<file path="src/core/sfr_bank1_consts.svh">
// Offsets, field positions and reset values of the bank-one register file.
// Assumes inclusion by bare name; byte address is four times the index.
`ifndef SFR_BANK1_CONSTS_SVH
`define SFR_BANK1_CONSTS_SVH
`define IDX_INDIRECT_PORT 8'h80
`define IDX_OPTION_CONTROL 8'h81
`define IDX_PC_LOW_BYTE 8'h82
`define IDX_CORE_STATUS 8'h83
`define IDX_INDIRECT_POINTER 8'h84
`define IDX_PORT_A_DIRECTION 8'h85
`define IDX_PORT_B_DIRECTION 8'h86
`define IDX_PORT_C_DIRECTION 8'h87
`define IDX_PC_HIGH_LATCH 8'h8a
`define IDX_INTERRUPT_CONTROL 8'h8b
`define IDX_PERIPHERAL_IRQ_ENABLE 8'h8c
`define IDX_POWER_RESET_STATUS 8'h8e
`define IDX_TIMER2_PERIOD 8'h92
`define IDX_SERIAL_SLAVE_ADDRESS 8'h93
`define IDX_SERIAL_PORT_STATUS 8'h94
`define IDX_RESET_CAUSE 8'ha0
`define BANK_INDEX_MASK 8'h7f
`define RST_OPTION_CONTROL 8'hff
`define RST_PORT_A_DIRECTION 8'h3f
`define RST_PORT_B_DIRECTION 8'hff
`define RST_PORT_C_DIRECTION 8'hff
`define RST_TIMER2_PERIOD 8'hff
`define RST_ZERO 8'h00
`define RST_STATUS_POWER 8'h18
`define MASK_STATUS_OTHER 8'h07
`define MASK_PORT_A 8'h3f
`define MASK_PC_HIGH 8'h1f
`define MASK_PIE 8'hff
`define MASK_POWER_RESET_STATUS 8'h03
`define MASK_SERIAL_PORT_STATUS 8'h3f
`define MASK_STATUS_RW 8'he7
`define BIT_STATUS_TO 4
`define BIT_STATUS_PD 3
`define BIT_POWER_RESET_STATUS_POR 1
`define BIT_POWER_RESET_STATUS_BOR 0
`define INTERRUPT_CONTROL_RST_MASK 8'h01
`define RESP_OKAY 2'b00
`define RESP_SLVERR 2'b10
`endif

</file>
<file path="src/core/sfr_bank1_pkg.sv">
// Types shared by the bank-one register file and its read path.
// Assumes no other package.
package sfr_bank1_pkg;
    typedef enum logic [1:0] {
        RST_NONE = 2'b00,
        RST_POWER = 2'b01,
        RST_BROWNOUT = 2'b11,
        RST_OTHER = 2'b10
    } reset_kind_e;

    typedef enum logic [1:0] {
        ST_IDLE = 2'b00,
        ST_WRESP = 2'b01,
        ST_RRESP = 2'b10
    } bus_state_e;

    typedef struct packed {
        logic [7:0] option_control;
        logic [7:0] pc_low_byte;
        logic [7:0] core_status;
        logic [7:0] indirect_pointer;
        logic [7:0] port_a_direction;
        logic [7:0] port_b_direction;
        logic [7:0] port_c_direction;
        logic [7:0] pc_high_latch;
        logic [7:0] interrupt_control;
        logic [7:0] peripheral_irq_enable;
        logic [7:0] power_reset_status;
        logic [7:0] timer2_period;
        logic [7:0] serial_slave_address;
    } regs_s;

    typedef struct packed {
        logic mem_req;
        logic mem_we;
        logic [7:0] mem_addr;
        logic [7:0] mem_wdata;
    } mem_req_s;

    typedef struct packed {
        bus_state_e state;
        regs_s regs;
        logic [12:0] pc;
        logic wdone;
        logic [7:0] widx;
        logic [31:0] wdat;
        logic [3:0] wstrb;
        logic [1:0] bresp;
        logic [31:0] rdata;
        logic [1:0] rresp;
        logic [1:0] last_kind;
        logic mem_wait;
        logic mem_is_read;
    } state_s;
endpackage

</file>
<file path="src/core/sfr_read_mux.sv">
// Read decode of the bank-one register file.
// Assumes the register image and peripheral status come from the same clock.
`timescale 1ns/1ps
`include "sfr_bank1_consts.svh"
module sfr_read_mux (
    input wire logic [7:0] idx,
    input wire sfr_bank1_pkg::regs_s regs,
    input wire logic [7:0] serial_status,
    output logic [7:0] rdata,
    output logic hit
);
    always_comb begin
        rdata = `RST_ZERO;
        hit = 1'b1;
        case (idx & `BANK_INDEX_MASK)
            (`IDX_OPTION_CONTROL & `BANK_INDEX_MASK): rdata = regs.option_control;
            (`IDX_PC_LOW_BYTE & `BANK_INDEX_MASK): rdata = regs.pc_low_byte;
            (`IDX_CORE_STATUS & `BANK_INDEX_MASK): rdata = regs.core_status;
            (`IDX_INDIRECT_POINTER & `BANK_INDEX_MASK): rdata = regs.indirect_pointer;
            (`IDX_PORT_A_DIRECTION & `BANK_INDEX_MASK): rdata = regs.port_a_direction;
            (`IDX_PORT_B_DIRECTION & `BANK_INDEX_MASK): rdata = regs.port_b_direction;
            (`IDX_PORT_C_DIRECTION & `BANK_INDEX_MASK): rdata = regs.port_c_direction;
            (`IDX_PC_HIGH_LATCH & `BANK_INDEX_MASK): rdata = regs.pc_high_latch;
            (`IDX_INTERRUPT_CONTROL & `BANK_INDEX_MASK): rdata = regs.interrupt_control;
            (`IDX_PERIPHERAL_IRQ_ENABLE & `BANK_INDEX_MASK): rdata = regs.peripheral_irq_enable;
            (`IDX_POWER_RESET_STATUS & `BANK_INDEX_MASK): rdata = regs.power_reset_status;
            (`IDX_TIMER2_PERIOD & `BANK_INDEX_MASK): rdata = regs.timer2_period;
            (`IDX_SERIAL_SLAVE_ADDRESS & `BANK_INDEX_MASK): rdata = regs.serial_slave_address;
            (`IDX_SERIAL_PORT_STATUS & `BANK_INDEX_MASK): rdata = serial_status & `MASK_SERIAL_PORT_STATUS;
            default: hit = 1'b0;
        endcase
    end
endmodule

</file>
<file path="src/core/sfr_bank1_decode.sv">
// Bank-one special-function register file behind an AXI4-Lite slave.
// Assumes one clock; indirect accesses go out on a data-memory port.
// How it works
// - Writing the low pc byte loads pc upper bits from the high latch.
// - Upper pc bits have no bus path; only the high latch reaches them.
// - Shared core registers answer at bank-zero and bank-one indices alike.
// - Unimplemented indices and bits read zero; writes to them are dropped.
// - Pin and watchdog resets load the other-reset values, not power values.
`timescale 1ns/1ps
`include "sfr_bank1_consts.svh"
module sfr_bank1_decode (
    input wire logic aclk,
    input wire logic aresetn,
    input wire logic power_on_reset,
    input wire logic brownout_reset,
    input wire logic [9:0] s_axi_awaddr,
    input wire logic s_axi_awvalid,
    output logic s_axi_awready,
    input wire logic [31:0] s_axi_wdata,
    input wire logic [3:0] s_axi_wstrb,
    input wire logic s_axi_wvalid,
    output logic s_axi_wready,
    output logic [1:0] s_axi_bresp,
    output logic s_axi_bvalid,
    input wire logic s_axi_bready,
    input wire logic [9:0] s_axi_araddr,
    input wire logic s_axi_arvalid,
    output logic s_axi_arready,
    output logic [31:0] s_axi_rdata,
    output logic [1:0] s_axi_rresp,
    output logic s_axi_rvalid,
    input wire logic s_axi_rready,
    output sfr_bank1_pkg::mem_req_s mem_req,
    input wire logic mem_ack,
    input wire logic [7:0] mem_rdata,
    input wire logic [7:0] serial_status,
    output logic [12:0] program_counter,
    output logic [7:0] option_control,
    output logic [7:0] port_a_direction,
    output logic [7:0] port_b_direction,
    output logic [7:0] port_c_direction,
    output logic [7:0] peripheral_irq_enable,
    output logic [7:0] timer2_period,
    output logic [7:0] serial_slave_address
);
    sfr_bank1_pkg::state_s s_r;
    sfr_bank1_pkg::state_s s_nxt;
    logic por_s1_r;
    logic por_s2_r;
    logic bor_s1_r;
    logic bor_s2_r;
    logic [7:0] rd_idx;
    logic [7:0] rd_val;
    logic rd_hit;
    logic [7:0] wr_idx;
    logic [7:0] wv;
    logic do_write;
    logic ind_write;
    sfr_bank1_pkg::reset_kind_e kind;

    // Reset-cause inputs come from pins
    always_ff @(posedge aclk) begin
        por_s1_r <= power_on_reset;
        por_s2_r <= por_s1_r;
        bor_s1_r <= brownout_reset;
        bor_s2_r <= bor_s1_r;
    end

    always_comb begin
        if (por_s2_r) begin
            kind = sfr_bank1_pkg::RST_POWER;
        end else if (bor_s2_r) begin
            kind = sfr_bank1_pkg::RST_BROWNOUT;
        end else begin
            kind = sfr_bank1_pkg::RST_OTHER;
        end
    end

    assign rd_idx = s_axi_araddr[9:2];

    sfr_read_mux u_read_mux (
        .idx(rd_idx),
        .regs(s_r.regs),
        .serial_status(serial_status),
        .rdata(rd_val),
        .hit(rd_hit)
    );

    assign s_axi_awready = (s_r.state == sfr_bank1_pkg::ST_IDLE) && !s_r.wdone
        && s_axi_awvalid && s_axi_wvalid && !s_r.mem_wait;
    assign s_axi_wready = s_axi_awready;
    assign s_axi_arready = (s_r.state == sfr_bank1_pkg::ST_IDLE) && !s_axi_awready
        && s_axi_arvalid && !s_r.mem_wait;
    assign s_axi_bvalid = (s_r.state == sfr_bank1_pkg::ST_WRESP);
    assign s_axi_bresp = s_r.bresp;
    assign s_axi_rvalid = (s_r.state == sfr_bank1_pkg::ST_RRESP);
    assign s_axi_rdata = s_r.rdata;
    assign s_axi_rresp = s_r.rresp;

    assign wr_idx = s_axi_awaddr[9:2];
    assign wv = s_axi_wdata[7:0];
    assign do_write = s_axi_awready && s_axi_wstrb[0];
    assign ind_write = do_write && ((wr_idx & `BANK_INDEX_MASK)
        == (`IDX_INDIRECT_PORT & `BANK_INDEX_MASK));

    // Indirect port requests toward data memory
    always_comb begin
        mem_req.mem_req = s_r.mem_wait;
        mem_req.mem_we = !s_r.mem_is_read;
        mem_req.mem_addr = s_r.regs.indirect_pointer;
        mem_req.mem_wdata = s_r.wdat[7:0];
    end

    always_comb begin
        s_nxt = s_r;
        case (s_r.state)
            sfr_bank1_pkg::ST_IDLE: begin
                if (s_r.mem_wait) begin
                    if (mem_ack) begin
                        s_nxt.mem_wait = 1'b0;
                        if (s_r.mem_is_read) begin
                            s_nxt.rdata = {24'h000000, mem_rdata};
                            s_nxt.state = sfr_bank1_pkg::ST_RRESP;
                        end else begin
                            s_nxt.state = sfr_bank1_pkg::ST_WRESP;
                        end
                    end
                end else if (s_axi_awready) begin
                    s_nxt.bresp = `RESP_OKAY;
                    s_nxt.wdat = s_axi_wdata;
                    s_nxt.widx = wr_idx;
                    s_nxt.state = sfr_bank1_pkg::ST_WRESP;
                    if (ind_write) begin
                        s_nxt.mem_wait = 1'b1;
                        s_nxt.mem_is_read = 1'b0;
                        s_nxt.state = sfr_bank1_pkg::ST_IDLE;
                        s_nxt.wdone = 1'b1;
                    end else if (do_write) begin
                        case (wr_idx & `BANK_INDEX_MASK)
                            (`IDX_OPTION_CONTROL & `BANK_INDEX_MASK):
                                s_nxt.regs.option_control = wv;
                            (`IDX_PC_LOW_BYTE & `BANK_INDEX_MASK): begin
                                s_nxt.regs.pc_low_byte = wv;
                                s_nxt.pc = {s_r.regs.pc_high_latch[4:0], wv};
                            end
                            (`IDX_CORE_STATUS & `BANK_INDEX_MASK):
                                s_nxt.regs.core_status = (s_r.regs.core_status
                                    & ~`MASK_STATUS_RW) | (wv & `MASK_STATUS_RW);
                            (`IDX_INDIRECT_POINTER & `BANK_INDEX_MASK):
                                s_nxt.regs.indirect_pointer = wv;
                            (`IDX_PORT_A_DIRECTION & `BANK_INDEX_MASK):
                                s_nxt.regs.port_a_direction = wv & `MASK_PORT_A;
                            (`IDX_PORT_B_DIRECTION & `BANK_INDEX_MASK):
                                s_nxt.regs.port_b_direction = wv;
                            (`IDX_PORT_C_DIRECTION & `BANK_INDEX_MASK):
                                s_nxt.regs.port_c_direction = wv;
                            (`IDX_PC_HIGH_LATCH & `BANK_INDEX_MASK):
                                s_nxt.regs.pc_high_latch = wv & `MASK_PC_HIGH;
                            (`IDX_INTERRUPT_CONTROL & `BANK_INDEX_MASK):
                                s_nxt.regs.interrupt_control = wv;
                            (`IDX_PERIPHERAL_IRQ_ENABLE & `BANK_INDEX_MASK):
                                s_nxt.regs.peripheral_irq_enable = wv & `MASK_PIE;
                            (`IDX_POWER_RESET_STATUS & `BANK_INDEX_MASK):
                                s_nxt.regs.power_reset_status = wv & `MASK_POWER_RESET_STATUS;
                            (`IDX_TIMER2_PERIOD & `BANK_INDEX_MASK):
                                s_nxt.regs.timer2_period = wv;
                            (`IDX_SERIAL_SLAVE_ADDRESS & `BANK_INDEX_MASK):
                                s_nxt.regs.serial_slave_address = wv;
                            default: s_nxt.bresp = `RESP_OKAY;
                        endcase
                    end
                end else if (s_axi_arready) begin
                    s_nxt.rresp = `RESP_OKAY;
                    if (rd_idx == `IDX_RESET_CAUSE) begin
                        s_nxt.rdata = {30'h0, s_r.last_kind};
                        s_nxt.state = sfr_bank1_pkg::ST_RRESP;
                    end else if ((rd_idx & `BANK_INDEX_MASK)
                        == (`IDX_INDIRECT_PORT & `BANK_INDEX_MASK)) begin
                        s_nxt.mem_wait = 1'b1;
                        s_nxt.mem_is_read = 1'b1;
                    end else begin
                        s_nxt.rdata = {24'h000000, rd_hit ? rd_val : `RST_ZERO};
                        s_nxt.state = sfr_bank1_pkg::ST_RRESP;
                    end
                end
            end
            sfr_bank1_pkg::ST_WRESP: begin
                if (s_axi_bready) begin
                    s_nxt.state = sfr_bank1_pkg::ST_IDLE;
                    s_nxt.wdone = 1'b0;
                end
            end
            sfr_bank1_pkg::ST_RRESP: begin
                if (s_axi_rready) begin
                    s_nxt.state = sfr_bank1_pkg::ST_IDLE;
                end
            end
            default: s_nxt.state = sfr_bank1_pkg::ST_IDLE;
        endcase
        if (s_r.wdone && !s_r.mem_wait && s_r.state == sfr_bank1_pkg::ST_IDLE) begin
            s_nxt.wdone = 1'b0;
        end
    end

    // Power and brown-out load full reset values; pin and watchdog keep pointer and reset status, status bits 2:0 and interrupt-control bit 0
    always_ff @(posedge aclk) begin
        if (!aresetn) begin
            s_r.state <= sfr_bank1_pkg::ST_IDLE;
            s_r.wdone <= 1'b0;
            s_r.widx <= `RST_ZERO;
            s_r.wdat <= 32'h00000000;
            s_r.wstrb <= 4'h0;
            s_r.bresp <= `RESP_OKAY;
            s_r.rdata <= 32'h00000000;
            s_r.rresp <= `RESP_OKAY;
            s_r.mem_wait <= 1'b0;
            s_r.mem_is_read <= 1'b0;
            s_r.pc <= 13'h0;
            s_r.last_kind <= kind;
            s_r.regs.option_control <= `RST_OPTION_CONTROL;
            s_r.regs.pc_low_byte <= `RST_ZERO;
            s_r.regs.port_a_direction <= `RST_PORT_A_DIRECTION;
            s_r.regs.port_b_direction <= `RST_PORT_B_DIRECTION;
            s_r.regs.port_c_direction <= `RST_PORT_C_DIRECTION;
            s_r.regs.pc_high_latch <= `RST_ZERO;
            s_r.regs.peripheral_irq_enable <= `RST_ZERO;
            s_r.regs.timer2_period <= `RST_TIMER2_PERIOD;
            s_r.regs.serial_slave_address <= `RST_ZERO;
            if (kind == sfr_bank1_pkg::RST_OTHER) begin
                s_r.regs.core_status <= s_nxt.regs.core_status & `MASK_STATUS_OTHER;
                s_r.regs.interrupt_control <= s_nxt.regs.interrupt_control
                    & `INTERRUPT_CONTROL_RST_MASK;
                s_r.regs.indirect_pointer <= s_nxt.regs.indirect_pointer;
                s_r.regs.power_reset_status <= s_nxt.regs.power_reset_status;
            end else begin
                s_r.regs.core_status <= `RST_STATUS_POWER;
                s_r.regs.interrupt_control <= `RST_ZERO;
                s_r.regs.indirect_pointer <= `RST_ZERO;
                s_r.regs.power_reset_status <= (kind == sfr_bank1_pkg::RST_POWER)
                    ? 8'h01 : 8'h02;
            end
        end else begin
            s_r <= s_nxt;
        end
    end

    assign program_counter = s_r.pc;
    assign option_control = s_r.regs.option_control;
    assign port_a_direction = s_r.regs.port_a_direction;
    assign port_b_direction = s_r.regs.port_b_direction;
    assign port_c_direction = s_r.regs.port_c_direction;
    assign peripheral_irq_enable = s_r.regs.peripheral_irq_enable;
    assign timer2_period = s_r.regs.timer2_period;
    assign serial_slave_address = s_r.regs.serial_slave_address;

    a_pc_load: assert property (@(posedge aclk) disable iff (!aresetn)
        (s_axi_awready && s_axi_wstrb[0] && (s_axi_awaddr[8:2] == 7'h02))
        |=> program_counter == {$past(s_r.regs.pc_high_latch[4:0]), $past(s_axi_wdata[7:0])})
        else $error("pc not loaded from latch");
    a_pc_hold: assert property (@(posedge aclk) disable iff (!aresetn)
        !(s_axi_awready && s_axi_wstrb[0] && s_axi_awaddr[8:2] == 7'h02)
        |=> $stable(program_counter))
        else $error("pc changed without low byte load");
    a_bank_mirror: assert property (@(posedge aclk) disable iff (!aresetn)
        (s_axi_arready && s_axi_araddr[8:2] == 7'h0a)
        |=> s_axi_rdata[7:0] == $past(s_r.regs.pc_high_latch))
        else $error("mirror read mismatch");
    a_unimpl_zero: assert property (@(posedge aclk) disable iff (!aresetn)
        (s_axi_arready && s_axi_araddr[9:2] == 8'h88) |=> s_axi_rdata == 32'h00000000)
        else $error("unimplemented index not zero");
    a_latch_bits: assert property (@(posedge aclk) disable iff (!aresetn)
        s_r.regs.pc_high_latch[7:5] == 3'h0 && s_r.regs.port_a_direction[7:6] == 2'h0)
        else $error("unimplemented bits set");
    a_other_reset: assert property (@(posedge aclk)
        (!aresetn && !por_s2_r && !bor_s2_r) |=> s_r.regs.indirect_pointer
        == $past(s_nxt.regs.indirect_pointer))
        else $error("other reset lost pointer");
    a_ind_addr: assert property (@(posedge aclk) disable iff (!aresetn)
        mem_req.mem_req |-> mem_req.mem_addr == s_r.regs.indirect_pointer)
        else $error("indirect address wrong");
    a_ind_done: assert property (@(posedge aclk) disable iff (!aresetn)
        (mem_req.mem_req && mem_ack && mem_req.mem_we) |=> s_axi_bvalid)
        else $error("indirect write not answered");
endmodule

</file>
<file path="config.mk">
export PLATFORM = sky130hd
export DESIGN_NAME = sfr_bank1_decode
export DESIGN_NICKNAME = d
export VERILOG_FILES = /design/src/core/sfr_bank1_pkg.sv /design/src/core/sfr_read_mux.sv /design/src/core/sfr_bank1_decode.sv
export VERILOG_INCLUDE_DIRS = /design/src /design/src/core
export SDC_FILE = /design/constraint.sdc
export NUM_CORES = 1
export LEC_CHECK = 0
export BUFFER_PORTS_ARGS = -buffer_cell sky130_fd_sc_hd__buf_2
export CAP_MARGIN = 20
export CORE_MARGIN = 2
export CORE_UTILIZATION = 45
export DETAILED_ROUTE_END_ITERATION = 10
export PLACE_DENSITY = 0.68
export SLEW_MARGIN = 20
export SYNTH_ARGS = -nofsm -noshare
export SYNTH_HDL_FRONTEND = slang
export SYNTH_SLANG_ARGS = --single-unit
</file>
<file path="constraint.sdc">
create_clock -name aclk -period 2.28 [get_ports aclk]
set_input_delay 0.228 -clock aclk [delete_from_list [all_inputs] [get_ports aclk]]
set_output_delay 0.228 -clock aclk [all_outputs]
set_load 0.1 [all_outputs]
</file>
==> flow_metrics.env <==
export IMPL_synth_compound_area_share_pct=13.0
export IMPL_place_congestion=0.944
export IMPL_synth_area_mux_share_pct=10.9
export IMPL_dp_hpwl_um=16600
export IMPL_seq_area_mm2=0.00273
export IMPL_finalSetupViolCount=0
export IMPL_min_path_type="primary input to flip-flop"
export IMPL_layout_commonest_cell="buf_2"
export IMPL_clkTransAtPathRegs_ns=0.05
export IMPL_end_kind="output port"
export IMPL_synthArstFlopShare_pct=0
export IMPL_area_growth_pct=14.2
export IMPL_outcome="completed"
export IMPL_io_pins=210
export IMPL_irDropWorstVdd_v=0.000522
export IMPL_startpoint_type="flip-flop"
export IMPL_ctsRootBufferMaster="clkbuf_16"
export IMPL_slew_headroom_pct=55.0
export IMPL_period_share_pct=94.1
export IMPL_h_tree_depth=4
export IMPL_tns_ns=0
export IMPL_arrival_ns=1.92
export IMPL_dr_pass1_iters=5
export IMPL_clock_sinks=130
export IMPL_layout_cells_non_filler=1120
export IMPL_required_ns=2.05
export IMPL_grt_pass1_vias=5706
export IMPL_synth_fa_ha_area_share_pct=0
export IMPL_worst_pin_slew_ns=0.666
export IMPL_rsz0062_at_grt="no"
export IMPL_yosysTopAreaCell="dfxtp_1"
export IMPL_yosys_area_share_xor_xnor_pct=0
export IMPL_synth_edf_count=13
export IMPL_cp_max_fo=9
export IMPL_core_rowCount=45
export IMPL_numCtsBuffers=17
export IMPL_clock_fmax_mhz=466
export IMPL_cap_violations=0
export IMPL_detail_route_iter0_violations=734
export IMPL_synth_ff_type="dfxtp_1"
export IMPL_hold_viol_final=0
export IMPL_synth_top_area_share_pct=33.0
export IMPL_grt_max_degree=56
export IMPL_yosys_warnings=0
export IMPL_ys_top_cells_by_area="dfxtp_1, buf_4, mux2i_1"
export IMPL_layout_common_cells="buf_2, nand2_1, dfxtp_1"
export IMPL_power_total_mw=6.07
export IMPL_wl_per_cell_um=20.2
export IMPL_diodes=0
export IMPL_core_area_mm2=0.0153
export IMPL_grt_ovfl_total=0
export IMPL_drv_slew=0
export IMPL_synth_top_family_by_area="simple AND/OR/NAND/NOR gates"
export IMPL_ys_seq_elements=130
export IMPL_ys_types=64
export IMPL_die_y_um=130
export IMPL_grt_pass1_wl_um=33600
export IMPL_power_density_mw_per_mm2=749
export IMPL_clock_latency_ns=0.43
export IMPL_grt_usage_pct=26.9
export IMPL_cts_tree="yes"
export IMPL_initial_core_util_pct=46.4
export IMPL_dp_cells=1085
export IMPL_io_buffers=145
export IMPL_num_vias=6186
export IMPL_syn_area_per_cell_um2=8.55
export IMPL_fin_area_mm2=0.00811
export IMPL_dieWidth_um=130
export IMPL_multi_input_area_mm2=0.00329
export IMPL_placed_area_mm2=0.00747
export IMPL_drt_wl_total_um=22600
export IMPL_drive_gt1_share_pct=27.1
export IMPL_p_leak_nw=3.63
export IMPL_clock_path_buffers=2
export IMPL_layout_min_cycle_time_ns=2.15
export IMPL_critPathKind="flip-flop to output port"
export IMPL_fp_dieArea_mm2=0.0168
export IMPL_nets=978
export IMPL_clock_skew_ns=0.00696
export IMPL_antenna_found_initial=0
export IMPL_syn_area_mm2=0.00710
export IMPL_fin_util_pct=52.9
export IMPL_post_drt_via_cell_ratio=5.52
export IMPL_ant_nets=0
export IMPL_drc=0
export IMPL_fillerInstances=1507
export IMPL_seq_area_frac_synth_pct=38.5
export IMPL_synthCells=830
export IMPL_yosys_area_share_simple_pct=20.8
## flip-flops by register name (all words and copies together), names as in the netlist
signal,cells
por_s1_r,1
s_axi_rdata,8
port_b_direction,8
program_counter,6
mem_req,17
bor_s1_r,1
timer2_period,8
port_c_direction,8
peripheral_irq_enable,8
port_a_direction,6
option_control,8
serial_slave_address,8
bor_s2_r,1
s_r,39
s_nxt,2
por_s2_r,1
## critical path, cell delays in order, from the launching register on
cell and delay (ns):
dfxtp_1 0.36, nor2_1 0.30, nand4_1 0.22, buf_4 0.23, inv_1 0.06, clkbuf_4 0.32
## cells in the mapped netlist (all sizes together) (3+ instances only)
master    n
and3      6
a32o      3
o211ai    9
buf     132
and2     25
a31oi     9
nor3      8
nand2   118
nand3    29
o311ai    6
nor4      9
o21ai    25
mux2     11
dfxtp   117
o221ai    3
nand4    13
nor4b     3
nand2b    3
inv      15
mux2i    63
a21oi    44
nor2b    14
nand3b    4
nor3b     3
a22oi    14
nor2     47
o22ai     4
edfxtp   13
o32ai     4
clkbuf   42
a32oi     3
## layout make-up
cell class | count | share of cell area [%]
inverter | 16 | 0.741
timing repair buffer | 192 | 14.2
tap | 211 | 3.26
clock buffer | 19 | 5.46
multi-input combinational | 539 | 40.6
clock inverter | 13 | 1.98
sequential | 130 | 33.7
## stage by stage
step                setup slack (ns)  hold slack [ns]
finish                         0.134           0.0593
global route                0.000772           0.0736
CTS                           0.0497           0.0471
detailed placement             0.112            0.315
global placement               0.102            0.311
floorplan                      0.134            0.256
## path summary, 6_finish.rpt
check / startpoint / endpoint / slack, ns / cells after the start
min: s_axi_rready / s_r[203] / 0.06 / 3
max reg2reg: s_r[203] / s_r[136] / 0.26 / 4
max: s_r[203] / s_axi_arready / 0.13 / 5
min reg2reg: por_s1_r / por_s2_r / 0.33 / 0
## power by group
part / total [mW] / internal, mW / switching [mW] / leakage (nW)
Sequential: 2.37 / 2.35 / 0.0217 / 1.08
Combinational: 0.910 / 0.189 / 0.721 / 2.26
Clock: 2.79 / 1.74 / 1.05 / 0.289
Total: 6.07 / 4.28 / 1.79 / 3.63
## per-layer routing
metal / routed length [um] / part of all wire, % / vias up / track usage [%]
met5: 0 / 0 / - / 0
li1: - / - / 2898 / -
met3: 1800 / 7.9 / 43 / 5.33
met1: 9760 / 43 / 2924 / 37.1
met2: 10400 / 46 / 321 / 41.8
met4: 649 / 2.9 / 0 / 10.1
## repair_timing
action	4_1_cts	5_1_grt
gates resized for setup	0	1
setup buffers	0	1
endpoints found under the setup margin	0	1
endpoints found under the hold margin	2	0
hold buffers	2	0
## cell families after synthesis
group	Yosys count
flip-flops	130
AO/OA/AOI/OAI	141
multiplexers	75
other	1
AND/OR/NAND/NOR	293
buffers and inverters	190
(Power assumes the default switching activity.)
